`src/port_pkg.sv`:
```
// Purpose: Shared constants for the clocked buffered I/O port block
// Assumes: 32 pins, five ports of widths 1/4/8/16/32 rooted at pin 0
// Notes:   Byte offsets for the AHB-Lite register map live here
package port_pkg;
   // -------------------------------------------------------------
   // Sizes
   // -------------------------------------------------------------
   localparam int NPORT   = 5;           // Ports 1,4,8,16,32 bits
   localparam int NCLK    = 6;           // Clock blocks per tile
   localparam int NPIN    = 32;          // Physical pins
   localparam int CNT_W   = 16;          // Port counter width
   localparam int DIV_W   = 16;          // Clock block divider width
   // -------------------------------------------------------------
   // Register map (byte offsets)
   // -------------------------------------------------------------
   localparam int PORT_SH   = 5;         // Port stride 0x20
   localparam logic [4:0] OFF_CTRL  = 5'h00;
   localparam logic [4:0] OFF_DATA  = 5'h04;
   localparam logic [4:0] OFF_COND  = 5'h08;
   localparam logic [4:0] OFF_TIME  = 5'h0C;
   localparam logic [4:0] OFF_COUNT = 5'h10;
   localparam logic [4:0] OFF_TSTMP = 5'h14;
   localparam logic [4:0] OFF_STAT  = 5'h18;
   localparam logic [11:0] CLK_BASE = 12'h100;  // Clock blocks, one word each
   localparam logic [11:0] LINK_REG = 12'h120;  // Link enable
   // -------------------------------------------------------------
   // Port control fields
   // -------------------------------------------------------------
   localparam int C_EN     = 0;
   localparam int C_OUT    = 1;
   localparam int C_OD     = 2;
   localparam int C_SER    = 3;
   localparam int C_STB    = 4;
   localparam int C_COND   = 5;          // Two bits: 0 none, 1 equal, 2 differ
   localparam int C_TIMED  = 7;
   localparam int C_CLK    = 8;          // Three bits: clock block select
   localparam int CTRL_W   = 11;
   localparam logic [1:0] COND_NONE = 2'h0;
   localparam logic [1:0] COND_EQ   = 2'h1;
   localparam logic [1:0] COND_NE   = 2'h2;
   // -------------------------------------------------------------
   // Clock block fields
   // -------------------------------------------------------------
   localparam int K_SRC   = 16;          // Source is the 1-bit port pin
   localparam int K_DIVEN = 17;          // Divide the source
   localparam int KCFG_W  = 18;
   // -------------------------------------------------------------
   // Pins shared with the serial link
   // -------------------------------------------------------------
   localparam logic [31:0] LINK_PINS = 32'hF000_0000;
   localparam logic [31:0] RD_ZERO   = 32'h0000_0000;
endpackage

```
`src/clocked_buffered_io_port.sv`:
```
// Purpose: Buffered clocked I/O ports with clock blocks behind AHB-Lite
// Assumes: Pins arrive asynchronously; pin 0 is the 1-bit port
// Notes:   Zero-wait-state slave; read data latched in address phase
//
// Added by the designer: the placing of the registers and the AHB-Lite slave port.
`timescale 1ns/1ps
`default_nettype none
module clocked_buffered_io_port (
   // Clock and reset
   input  wire logic                        clk_sys,
   input  wire logic                        rst,
   // AHB-Lite slave
   input  wire logic                        hsel,
   input  wire logic [31:0]                 haddr,
   input  wire logic [1:0]                  htrans,
   input  wire logic                        hwrite,
   input  wire logic [2:0]                  hsize,
   input  wire logic [31:0]                 hwdata,
   input  wire logic                        hready,
   output logic      [31:0]                 hrdata,
   output logic                             hreadyout,
   output logic                             hresp,
   // Pins
   input  wire logic [port_pkg::NPIN-1:0]   pinIn,
   output logic      [port_pkg::NPIN-1:0]   pinOut,
   output logic      [port_pkg::NPIN-1:0]   pinOe,
   // Strobes and events
   input  wire logic                        strobe_in,
   output logic      [port_pkg::NPORT-1:0]  strobe_out,
   output logic      [port_pkg::NPORT-1:0]  portEvent
);
   // -------------------------------------------------------------
   // Helpers
   // -------------------------------------------------------------
   // Nominal width of each port
   function automatic int portWidth(input int p);
      case (p)
         0:       portWidth = 1;
         1:       portWidth = 4;
         2:       portWidth = 8;
         3:       portWidth = 16;
         default: portWidth = 32;
      endcase
   endfunction
   // Pins a port covers, rooted at pin 0
   function automatic logic [31:0] portMask(input int p);
      portMask = (portWidth(p) == 32) ? 32'hFFFF_FFFF
                 : ((32'h0000_0001 << portWidth(p)) - 32'h0000_0001);
   endfunction

   // -------------------------------------------------------------
   // State
   // -------------------------------------------------------------
   logic [port_pkg::CTRL_W-1:0] ctrlReg [port_pkg::NPORT];  // Port control
   logic [31:0]                 condReg [port_pkg::NPORT];  // Condition value
   logic [port_pkg::CNT_W-1:0]  timeReg [port_pkg::NPORT];  // Timed compare
   logic [port_pkg::CNT_W-1:0]  cntReg  [port_pkg::NPORT];  // Port counter
   logic [port_pkg::CNT_W-1:0]  tsReg   [port_pkg::NPORT];  // Timestamp
   logic [31:0]                 txReg   [port_pkg::NPORT];  // Out transfer
   logic [31:0]                 rxReg   [port_pkg::NPORT];  // In transfer
   logic [31:0]                 shReg   [port_pkg::NPORT];  // Serializer
   logic [5:0]                  shCnt   [port_pkg::NPORT];  // Chunks left
   logic [31:0]                 latReg  [port_pkg::NPORT];  // Pin value
   logic [port_pkg::NPORT-1:0]  txFull;                     // Tx word waiting
   logic [port_pkg::NPORT-1:0]  rxFull;                     // Rx word ready
   logic [port_pkg::KCFG_W-1:0] kcfgReg [port_pkg::NCLK];   // Clock cfg
   logic [port_pkg::DIV_W-1:0]  divCnt  [port_pkg::NCLK];   // Divider count
   logic [port_pkg::NCLK-1:0]   tick;                       // Block edges
   logic                        linkEn;                     // Link owns pins
   // Bus pipeline
   logic                        dpWr;                       // Write data phase
   logic [11:0]                 dpAddr;                     // Its address
   logic [31:0]                 rdReg;                      // Read data
   // Synchronised pins
   logic [31:0]                 pinS1, pinS2, pinS3, pinF;  // Pin filter
   logic                        stbS1, stbS2, stbS3, stbF;  // Strobe filter
   logic                        pin0Prev;                   // Edge detect

   // -------------------------------------------------------------
   // Input synchronisers
   // -------------------------------------------------------------
   // Three stages; value accepted once stages two and three agree
   always_ff @(posedge clk_sys or posedge rst) begin
      if (rst) begin
         pinS1 <= 32'h0000_0000;
         pinS2 <= 32'h0000_0000;
         pinS3 <= 32'h0000_0000;
         pinF  <= 32'h0000_0000;
         stbS1 <= 1'b0;
         stbS2 <= 1'b0;
         stbS3 <= 1'b0;
         stbF  <= 1'b0;
      end else begin
         pinS1 <= pinIn;
         pinS2 <= pinS1;
         pinS3 <= pinS2;
         pinF  <= (pinF & (pinS2 ^ pinS3)) | (pinS3 & ~(pinS2 ^ pinS3));
         stbS1 <= strobe_in;
         stbS2 <= stbS1;
         stbS3 <= stbS2;
         if (stbS2 == stbS3) begin
            stbF <= stbS3;
         end
      end
   end

   // -------------------------------------------------------------
   // Clock blocks
   // -------------------------------------------------------------
   // Block 0 ticks every cycle of the reference; others divide
   always_ff @(posedge clk_sys or posedge rst) begin
      if (rst) begin
         pin0Prev <= 1'b0;
         tick     <= '0;
         for (int k = 0; k < port_pkg::NCLK; k++) begin
            divCnt[k] <= '0;
         end
      end else begin
         pin0Prev <= pinF[0];
         tick[0]  <= 1'b1;
         for (int k = 1; k < port_pkg::NCLK; k++) begin
            // Source edge: 1-bit port rising edge or reference
            if (!kcfgReg[k][port_pkg::K_SRC] || (pinF[0] && !pin0Prev)) begin
               if (kcfgReg[k][port_pkg::K_DIVEN] &&
                   divCnt[k] < kcfgReg[k][port_pkg::DIV_W-1:0]) begin
                  divCnt[k] <= divCnt[k] + 16'h0001;
                  tick[k]   <= 1'b0;
               end else begin
                  divCnt[k] <= '0;
                  tick[k]   <= 1'b1;
               end
            end else begin
               tick[k] <= 1'b0;
            end
         end
      end
   end

   // -------------------------------------------------------------
   // AHB-Lite slave
   // -------------------------------------------------------------
   // Never stalls, so every port access takes one cycle
   assign hreadyout = 1'b1;
   assign hresp     = 1'b0;
   assign hrdata    = rdReg;

   // Read mux; reads are sampled in the address phase
   function automatic logic [31:0] readMux(input logic [11:0] a);
      int p;
      p = int'(a[7:port_pkg::PORT_SH]);
      readMux = port_pkg::RD_ZERO;
      if (a[11:8] == 4'h0 && p < port_pkg::NPORT) begin
         case (a[4:0])
            port_pkg::OFF_CTRL:  readMux = {21'h0, ctrlReg[p]};
            port_pkg::OFF_DATA:  readMux = rxReg[p];
            port_pkg::OFF_COND:  readMux = condReg[p];
            port_pkg::OFF_TIME:  readMux = {16'h0, timeReg[p]};
            port_pkg::OFF_COUNT: readMux = {16'h0, cntReg[p]};
            port_pkg::OFF_TSTMP: readMux = {16'h0, tsReg[p]};
            port_pkg::OFF_STAT:  readMux = {24'h0, 2'h0, shCnt[p]} |
                                           {30'h0, rxFull[p], txFull[p]};
            default:             readMux = port_pkg::RD_ZERO;
         endcase
      end else if (a >= port_pkg::CLK_BASE && a < port_pkg::LINK_REG
                   && a[1:0] == 2'h0 && int'(a[4:2]) < port_pkg::NCLK) begin
         readMux = {14'h0, kcfgReg[int'(a[4:2])]};
      end else if (a == port_pkg::LINK_REG) begin
         readMux = {31'h0, linkEn};
      end
   endfunction

   logic addrPh;                                             // Accepted transfer
   assign addrPh = hsel && htrans[1] && hready;

   // Address-phase capture and registered read data
   always_ff @(posedge clk_sys or posedge rst) begin
      if (rst) begin
         dpWr   <= 1'b0;
         dpAddr <= 12'h000;
         rdReg  <= 32'h0000_0000;
      end else begin
         // Upper address bits must be clear, so the map does not alias
         dpWr   <= addrPh && hwrite && haddr[31:12] == 20'h0_0000;
         dpAddr <= haddr[11:0];
         if (addrPh && !hwrite) begin
            rdReg <= (haddr[31:12] == 20'h0_0000) ? readMux(haddr[11:0]) : port_pkg::RD_ZERO;
         end
      end
   end

   // Port index and hits for the write data phase; rx read hits in the address phase
   logic       wrPort;                                       // Port window hit
   int         wrIdx;                                        // Port index
   logic       rdData [port_pkg::NPORT];                     // Rx word consumed
   assign wrPort = dpWr && dpAddr[11:8] == 4'h0;
   assign wrIdx  = int'(dpAddr[7:port_pkg::PORT_SH]);
   always_comb begin
      for (int p = 0; p < port_pkg::NPORT; p++) begin
         rdData[p] = addrPh && !hwrite && haddr[31:8] == 24'h00_0000 &&
                     int'(haddr[7:port_pkg::PORT_SH]) == p &&
                     haddr[4:0] == port_pkg::OFF_DATA;
      end
   end

   // Clock block and link configuration writes
   always_ff @(posedge clk_sys or posedge rst) begin
      if (rst) begin
         linkEn <= 1'b0;
         for (int k = 0; k < port_pkg::NCLK; k++) begin
            kcfgReg[k] <= '0;
         end
      end else if (dpWr) begin
         if (dpAddr == port_pkg::LINK_REG) begin
            linkEn <= hwdata[0];
         end else if (dpAddr > port_pkg::CLK_BASE && dpAddr < port_pkg::LINK_REG
                      && dpAddr[1:0] == 2'h0 && int'(dpAddr[4:2]) < port_pkg::NCLK) begin
            // Block 0 stays fixed on the reference
            kcfgReg[int'(dpAddr[4:2])] <= hwdata[port_pkg::KCFG_W-1:0];
         end
      end
   end

   // -------------------------------------------------------------
   // Port engines
   // -------------------------------------------------------------
   // One loop body per port: register writes, serializer, counter
   always_ff @(posedge clk_sys or posedge rst) begin
      if (rst) begin
         txFull     <= '0;
         rxFull     <= '0;
         strobe_out <= '0;
         portEvent  <= '0;
         for (int p = 0; p < port_pkg::NPORT; p++) begin
            ctrlReg[p] <= '0;
            condReg[p] <= '0;
            timeReg[p] <= '0;
            cntReg[p]  <= '0;
            tsReg[p]   <= '0;
            txReg[p]   <= '0;
            rxReg[p]   <= '0;
            shReg[p]   <= '0;
            shCnt[p]   <= '0;
            latReg[p]  <= '0;
         end
      end else begin
         for (int p = 0; p < port_pkg::NPORT; p++) begin
            logic        pTick, timeOk, condOk, stbOk, isSer, rxLoad;
            logic [31:0] inVal, nextSh;
            int          w, sel;
            w      = portWidth(p);
            sel    = int'(ctrlReg[p][port_pkg::C_CLK +: 3]);
            pTick  = (sel < port_pkg::NCLK) ? tick[sel] : tick[0];
            isSer  = ctrlReg[p][port_pkg::C_SER] && w < 32;
            inVal  = pinF & portMask(p);
            nextSh = (shReg[p] >> w) | (inVal << (32 - w));
            timeOk = !ctrlReg[p][port_pkg::C_TIMED] ||
                     cntReg[p] == timeReg[p] || shCnt[p] != 6'h00;
            case (ctrlReg[p][port_pkg::C_COND +: 2])
               port_pkg::COND_EQ: condOk = inVal == (condReg[p] & portMask(p));
               port_pkg::COND_NE: condOk = inVal != (condReg[p] & portMask(p));
               default:           condOk = 1'b1;
            endcase
            stbOk = !ctrlReg[p][port_pkg::C_STB] || stbF;
            // Input word lands this edge; it beats a software read
            rxLoad = pTick && ctrlReg[p][port_pkg::C_EN] && !ctrlReg[p][port_pkg::C_OUT] &&
                     timeOk && condOk && stbOk && (!isSer || shCnt[p] == 6'h01);
            strobe_out[p] <= 1'b0;
            portEvent[p]  <= 1'b0;

            // Counter advances once per block edge
            if (pTick) begin
               cntReg[p] <= cntReg[p] + 16'h0001;
            end

            if (pTick && ctrlReg[p][port_pkg::C_EN] && ctrlReg[p][port_pkg::C_OUT]) begin
               // Output direction: feed serializer chunks to the pins
               if (shCnt[p] != 6'h00) begin
                  latReg[p]     <= shReg[p] & portMask(p);
                  shReg[p]      <= shReg[p] >> w;
                  shCnt[p]      <= shCnt[p] - 6'h01;
                  strobe_out[p] <= 1'b1;
               end else if (txFull[p] && timeOk) begin
                  latReg[p]     <= txReg[p] & portMask(p);
                  shReg[p]      <= txReg[p] >> w;
                  shCnt[p]      <= isSer ? 6'(32 / w - 1) : 6'h00;
                  txFull[p]     <= 1'b0;
                  tsReg[p]      <= cntReg[p];
                  ctrlReg[p][port_pkg::C_TIMED] <= 1'b0;
                  strobe_out[p] <= 1'b1;
               end
            end else if (pTick && ctrlReg[p][port_pkg::C_EN] && timeOk && condOk && stbOk) begin
               // Input direction: sample pins into the serializer
               if (!isSer || shCnt[p] == 6'h01) begin
                  rxReg[p]  <= isSer ? nextSh : inVal;
                  rxFull[p] <= 1'b1;
                  shCnt[p]  <= 6'h00;
                  tsReg[p]  <= cntReg[p];
                  ctrlReg[p][port_pkg::C_TIMED] <= 1'b0;
               end else begin
                  shReg[p] <= nextSh;
                  shCnt[p] <= (shCnt[p] == 6'h00) ? 6'(32 / w - 1) : shCnt[p] - 6'h01;
               end
               // A met condition is reported straight away
               if (ctrlReg[p][port_pkg::C_COND +: 2] != port_pkg::COND_NONE) begin
                  portEvent[p] <= 1'b1;
               end
            end

            // Software consumes the rx word; a new word wins
            if (rdData[p] && !rxLoad) begin
               rxFull[p] <= 1'b0;
            end

            // Register writes from the bus
            if (wrPort && wrIdx == p) begin
               case (dpAddr[4:0])
                  port_pkg::OFF_CTRL: ctrlReg[p] <= hwdata[port_pkg::CTRL_W-1:0];
                  port_pkg::OFF_DATA: begin
                     txReg[p]  <= hwdata;
                     txFull[p] <= 1'b1;
                  end
                  port_pkg::OFF_COND: condReg[p] <= hwdata;
                  port_pkg::OFF_TIME: timeReg[p] <= hwdata[port_pkg::CNT_W-1:0];
                  default: ;
               endcase
            end
         end
      end
   end

   // -------------------------------------------------------------
   // Pin ownership and drive
   // -------------------------------------------------------------
   // Narrowest enabled port owns a pin; link overrides the top four pins
   logic [31:0] drvOut, drvOe;                               // Mux result
   always_comb begin
      drvOut = 32'h0000_0000;
      drvOe  = 32'h0000_0000;
      for (int i = 0; i < port_pkg::NPIN; i++) begin
         logic found;
         found = 1'b0;
         for (int p = 0; p < port_pkg::NPORT; p++) begin
            if (!found && ctrlReg[p][port_pkg::C_EN] &&
                (portMask(p) & (32'h0000_0001 << i)) != 32'h0000_0000) begin
               found = 1'b1;
               if (ctrlReg[p][port_pkg::C_OUT]) begin
                  if (ctrlReg[p][port_pkg::C_OD]) begin
                     drvOut[i] = 1'b0;
                     drvOe[i]  = !latReg[p][i];
                  end else begin
                     drvOut[i] = latReg[p][i];
                     drvOe[i]  = 1'b1;
                  end
               end
            end
         end
      end
      if (linkEn) begin
         drvOe  = drvOe & ~port_pkg::LINK_PINS;
         drvOut = drvOut & ~port_pkg::LINK_PINS;
      end
   end

   // Pin outputs registered
   always_ff @(posedge clk_sys or posedge rst) begin
      if (rst) begin
         pinOut <= 32'h0000_0000;
         pinOe  <= 32'h0000_0000;
      end else begin
         pinOut <= drvOut;
         pinOe  <= drvOe;
      end
   end
endmodule
`default_nettype wire

```
`config.mk`:
```
export PLATFORM = sky130hd
export DESIGN_NAME = clocked_buffered_io_port
export DESIGN_NICKNAME = d
export VERILOG_FILES = /design/src/port_pkg.sv /design/src/clocked_buffered_io_port.sv
export SDC_FILE = /design/constraint.sdc
export NUM_CORES = 2
export LEC_CHECK = 0
export BUFFER_PORTS_ARGS = -buffer_cell sky130_fd_sc_hd__buf_2
export CAP_MARGIN = 25
export CORE_UTILIZATION = 45
export CTS_CLUSTER_SIZE = 10
export DETAILED_ROUTE_END_ITERATION = 10
export HOLD_SLACK_MARGIN = 0.06
export PLACE_DENSITY = 0.63
export SLEW_MARGIN = 20
export SYNTH_ARGS = -nofsm -noshare
export SYNTH_HDL_FRONTEND = slang
export SYNTH_SLANG_ARGS = --single-unit
```
`constraint.sdc`:
```
create_clock -name clk_sys -period 94.5 [get_ports clk_sys]
set_input_delay 9.45 -clock clk_sys [delete_from_list [all_inputs] [get_ports clk_sys]]
set_output_delay 9.45 -clock clk_sys [all_outputs]
set_load 0.05 [all_outputs]
```
Word level (Yosys, flattened, before mapping)
Index checks and enable logic that the tools add are counted.

storage, ports and cells
  bits in writable memories = 0
  ROM bits = 0
  memories kept = 0
  output and inout bits = 108
  latch bits = 0
  bits of input ports = 107
  register bits = 1483

cells by class
  bitwise gates (word level) = 39
  muxes and demuxes = 704
  shifts and indexed selects = 20
  equal/unequal tests = 93
  order comparisons = 27
  reduce and logical (&&, ||, !) cells = 329
  $mul = 0
  $add $sub $neg = 35
  divide/modulo/power cells = 0

operator list
  kind                                                                                   count
  32-bit two-way mux                                                                     84
  32-bit by 7-bit == test with 1-bit output (second input constant)                      20
  16-bit two-way mux                                                                     39
  1-bit two-way mux                                                                      502
  32-bit bitwise AND                                                                     14
  1-bit by 32-bit left shift with 32-bit output (first input constant)                   12
  32-bit by 1-bit subtractor with 32-bit output (second input constant)                  12
  32-bit one-hot mux with 7 select lines                                                 1
  32-bit binary-select mux with 3-bit select                                             2
  6-bit two-way mux                                                                      30
  16-bit by 1-bit adder with 16-bit output (second input constant)                       10
  16-bit binary-select mux with 3-bit select                                             3
  8-bit two-way mux                                                                      14
  108-bit bitwise mux                                                                    1
  1-bit logical AND                                                                      105
  1-bit zero test                                                                        102
  32-bit by 4-bit greater-or-equal comparator with 1-bit output (second input constant)  3
  3-bit NOT with 32-bit output                                                           3
  16-bit == test                                                                         5
  16-bit < comparator                                                                    5
  2-bit AND reduction                                                                    33
  1-bit by 32-bit left shift with 1-bit output (first input constant)                    2
  1-bit by 32-bit left shift with 16-bit output (first input constant)                   2
  1-bit by 32-bit left shift with 4-bit output (first input constant)                    2
  73 further kinds                                                                       241

Depth between registers and ports, before layout
  depth in word-level cells = 15
  mapped depth = 11
  mapped depth without buffers = 9

Worst setup path after synthesis
OpenSTA, ideal clock, no wires.

  path type = input port to flip-flop
  start = input port haddr[6]
  end = register rdReg[7] (netlist: hrdata[7])
  arrival = 11399 ps
  required time = 94370 ps
  setup slack = 82971 ps
  cell stages on the path = 9
  library setup time = 130 ps
  cells stage by stage = clkbuf_1 buf_1 buf_1 mux4_2 nor2b_1 a31oi_1 o22ai_1 o31ai_1 a21oi_1

between the ends
  cells in the longest elaborated chain, start to end = 7
  elaborated cells between the ends (all ways) = 30
  those cells by class = order compare (3); mux (22); bitwise (1); reduce/logical (4)

ends and longest elaborated chain
  what                                                                                   RTL line                                                          text
  start: declaration                                                                     clocked_buffered_io_port.sv:14                                    input wire logic [31:0] haddr,
  12-bit by 9-bit greater-or-equal comparator with 1-bit output (tied with other cells)  clocked_buffered_io_port.sv:164                                   end else if (a >= port_pkg::CLK_BASE && a < port_pkg::LINK_REG
  1-bit logical AND (tied with other cells)                                              clocked_buffered_io_port.sv:164
  1-bit logical AND (tied with other cells) (2 in series)                                clocked_buffered_io_port.sv:165                                   && a[1:0] == 2'h0 && int'(a[4:2]) < port_pkg::NCLK) begin
  32-bit two-way mux or 32-bit one-hot mux with 7 select lines (tied branches)           clocked_buffered_io_port.sv:164, clocked_buffered_io_port.sv:153
  32-bit two-way mux *                                                                   clocked_buffered_io_port.sv:152                                   if (a[11:8] == 4'h0 && p < port_pkg::NPORT) begin
  32-bit two-way mux *                                                                   clocked_buffered_io_port.sv:186                                   rdReg <= (haddr[31:12] == 20'h0_0000) ? readMux(haddr[11:0]) : port_pkg::RD_ZERO;
  end signal: assignment                                                                 clocked_buffered_io_port.sv:186
  end: declaration                                                                       clocked_buffered_io_port.sv:73                                    logic [31:0] rdReg;

Every way passes the cells marked *; elsewhere a longest branch is shown, timed or not. The select of a mux whose other input is x is not followed.
A chain may end at the register's enable or synchronous reset.

Worst setup path in the final report
  start = input port haddr[6]
  end = register rdReg[0] (netlist: hrdata[0])

between the ends
  cells in the longest elaborated chain, start to end = 8
  elaborated cells between the ends (all ways) = 38
  those cells by class = order compare (3); eq/ne (1); mux (28); bitwise (2); reduce/logical (4)

ends and longest elaborated chain
  what                                                   RTL line                         text
  3-bit NOT with 32-bit output (not written as such)     n/a
  6-bit binary-select mux with 3-bit select              clocked_buffered_io_port.sv:160  port_pkg::OFF_STAT: readMux = {24'h0, 2'h0, shCnt[p]} |
  6-bit two-way mux (not written as such) (2 in series)  clocked_buffered_io_port.sv:160
  6-bit by 2-bit bitwise OR with 6-bit output            clocked_buffered_io_port.sv:160
  32-bit one-hot mux with 7 select lines                 clocked_buffered_io_port.sv:153  case (a[4:0])
  32-bit two-way mux *                                   clocked_buffered_io_port.sv:152
  32-bit two-way mux *                                   clocked_buffered_io_port.sv:186

Marks and branches as above.

==> impl_metrics.py <==
metrics = {
    "status": {
        "status": "complete, no violations",
    },
    "worst_setup_path": {
        "crit_start": "haddr[6]",
        "crit_required_ns": 95.19,
        "end_kind": "flip-flop",
        "cp-endpoint": "hrdata[0]",
        "cp-start-kind": "primary input",
        "arrival_ns": 13.99,
        "worstReg2RegEnd": "tsReg[27]",
        "worst-setup-path-type": "primary input to flip-flop",
        "worstRegToRegCells": 7,
        "rrSetupSlack_ns": 89.98,
        "path_max_fanout": 72,
    },
    "synthesis": {
        "synth-main-ff-cell": "dfrtp_1",
        "synth_cell_types": 90,
        "synth_edf_count": 0,
        "syn_avg_cell_area_um2": 11.8,
        "synth-seq-cells": 1451,
        "syn_area_um2": 67200,
        "yosys_warnings": 0,
        "synthArstFlopShare_pct": 100,
        "netlist_instances": 5680,
        "yosysSeqAreaShare_pct": 54.0,
    },
    "clock_tree": {
        "cts_tree": "built",
        "htree_levels": 4,
        "clock_path_buffers": 3,
        "postCtsHoldBufs": 0,
        "cts_buffers": 165,
        "clk_latency_ns": 0.83,
        "cts.sinks": 1451,
        "cts_root_buffer": "clkbuf_16",
        "post_cts_buffers": 0,
        "clkTransAtPathRegs_ns": 0.06,
        "ctsResizeCount": 0,
    },
    "cells_and_area": {
        "finalNetCount": 5961,
        "multi_input_area_um2": 28600,
        "layout_common_cells": "dfrtp_1 (1450), mux2_2 (579), nand2_1 (490)",
        "fill_cells": 13000,
        "final_util_pct": 50.4,
        "final_common_cell": "dfrtp_1",
        "stdcell_area_um2": 74600,
        "area_delta_synth_final_pct": 10.9,
        "fin_cells": 7714,
        "seq_area_um2": 36300,
        "drive_above_1_share_pct": 22.4,
    },
    "floorplan": {
        "ios": 215,
        "num_rows": 141,
        "die_x_um": 388,
        "core_um2": 148000,
        "die_h_um": 388,
        "start_util_pct": 45.4,
        "dieArea_um2": 151000,
    },
    "route": {
        "drtIter0Drc": 4536,
        "wirelength_um": 205000,
        "ant_nets": 0,
        "wl_per_cell_um": 26.6,
        "vias_per_cell": 5.99,
        "num_vias": 46200,
        "dr.pass1.iters": 6,
        "drcViolationCount": 0,
    },
    "global_route": {
        "grt_pass1_wl_um": 305000,
        "grt_usage_pct": 27.3,
        "grt_pass1_vias": 44900,
        "grt_antenna_before_repair": 9,
        "grt_start_max_net_pins": 167,
        "grt-ovfl-total": 0,
    },
    "pwr": {
        "ir_worst_vdd_v": 0.0000232,
        "p_leak_uw": 0.0335,
        "p_per_area_nw_per_um2": 18.8,
    },
    "place": {
        "dp.cells": 7500,
        "place_congestion": 0.927,
        "pre_cts_slack_ns": 79.68,
        "hpwl_um": 137000,
        "portBuffers": 208,
        "place_area_um2": 69800,
    },
    "timing": {
        "tns_ns": 0,
        "max_freq_mhz": 75.2,
        "fin_crit_sh_pct": 14.1,
        "tightestPinTransition_ns": 1.16,
        "grt_setup_unrepaired": "no",
        "layout_setup_ws_ns": 81.20,
        "hold_violations": 0,
        "finalSetupViolCount": 0,
        "maxSlewHeadroom_pct": 22.4,
        "fin_crit_ns": 13.30,
        "maxSlewViolCount": 0,
        "clock_skew_ns": 0.0448,
    },
    "hold_path": {
        "hp-class": "flip-flop to flip-flop",
    },
    "job": {
        "maxCapViolations": 0,
    },
}
[worst min path at each step]
stage               from  cells past startpoint  slack [ns]   endpoint
4_1_cts        pinS1[29]                      0        0.34  pinS2[29]
3_5_place_dp   pinS1[23]                      0        0.33  pinS2[23]
5_1_grt        pinS1[22]                      0        0.35  pinS2[22]
2_1_floorplan   pinS1[0]                      0        0.33   pinS2[0]
3_3_place_gp   pinS1[24]                      0        0.33  pinS2[24]
6_report       pinS1[29]                      0        0.34  pinS2[29]
[power by group]
part           switching (µW)  internal [µW]  total (µW)
sequential               37.5            656         693
clock                     256            320         576
combinational            79.7           55.1         135
total                     373           1030        1400
[cell usage after synthesis (9+ instances only)]
library cell / n / share of area [%]
dfrtp_1: 1451 / 54
mux2_2: 579 / 9.7
nand2_1: 492 / 2.7
o21ai_0: 327 / 2.4
clkbuf_1: 287 / 1.6
xnor2_1: 213 / 2.8
nor2_1: 203 / 1.1
a21oi_1: 196 / 1.5
inv_1: 194 / 1.1
mux2i_1: 163 / 2.4
mux4_2: 150 / 5.0
a31oi_1: 133 / 1.2
nor2b_1: 132 / 1.2
nand3_1: 116 / 0.86
ha_1: 112 / 2.1
o22ai_1: 92 / 0.86
a22o_1: 80 / 1.0
nand4_1: 69 / 0.64
xor2_1: 65 / 0.85
buf_2: 58 / 0.43
nor3_1: 55 / 0.41
buf_1: 53 / 0.30
and3_1: 44 / 0.41
a21o_1: 42 / 0.47
nand2b_1: 41 / 0.38
and2_1: 34 / 0.32
maj3_1: 33 / 0.49
mux2_1: 27 / 0.45
nor4_1: 19 / 0.18
or3_1: 14 / 0.13
a22oi_1: 13 / 0.15
and4_1: 12 / 0.16
or2_2: 11 / 0.10
o211ai_1: 10 / 0.11
a221o_1: 9 / 0.13
mux2_4: 9 / 0.20
[cell type report]
type | instances | area share [%]
Clock inverter | 14 | 0.408
Timing Repair Buffer | 305 | 2.52
Clock buffer | 191 | 5.76
Multi-Input combinational cell | 3625 | 38.4
Tap cell | 1930 | 3.24
Inverter | 194 | 0.987
Sequential cell | 1451 | 48.7
Antenna cell | 4 | 0.0134
[registers in the layout, indices dropped and copies added (netlist names), 5 cells and up, named ones only]
register,flops
cntReg,80
condReg,160
ctrlReg,55
divCnt,80
dpAddr,12
hrdata,32
kcfgReg,108
latReg,61
pinOe,32
pinOut,32
pinS1,32
pinS2,32
pinS3,32
portEvent,5
rxFull,5
rxReg,160
shCnt,30
shReg,128
strobe_out,5
tick,6
timeReg,80
tsReg,80
txFull,5
txReg,160
[kinds of logic (layout without fill, tap and decap cells)]
logic type / Yosys count / count (layout) / synth area share (%)
AOI/OAI and AO/OA: 985 / 985 / 9.05
xor gates and xnor gates: 278 / 278 / 3.62
adders and majority gates: 145 / 145 / 2.58
buffers and inverters: 605 / 704 / 3.60
DFF: 1451 / 1451 / 54.0
muxes: 928 / 928 / 17.8
other: 2 / 7 / 0.0112
and+or+nand+nor: 1286 / 1286 / 9.29
[through the flow]
| step | power, µW | hold slack (ns) |
|---|---|---|
| finish | 1400 | 0.344 |
| global route | 1450 | 0.349 |
| CTS | 1410 | 0.344 |
| detailed placement | 837 | 0.335 |
| global placement | 833 | 0.332 |
| floorplan | 787 | 0.331 |
[critical path, cell delays in order]
cell      delay (ns)
buf_6           0.53
buf_4           0.67
buf_4           0.69
nor2_4          0.06
buf_4           0.34
buf_4           0.49
a31oi_1         0.28
o22ai_1         0.09
a221oi_1        0.59
nand3_1         0.31
a22o_1          0.27
[metal layers]
metal	part of all wire [%]	wire length, µm	global-route usage (%)
met1	44	90900	39.9
met2	44	90900	40.4
met3	7.5	15400	4.97
met4	4.0	8190	10.7
met5	0.0063	13	0
Note: power is estimated with default switching activity, not from simulation.
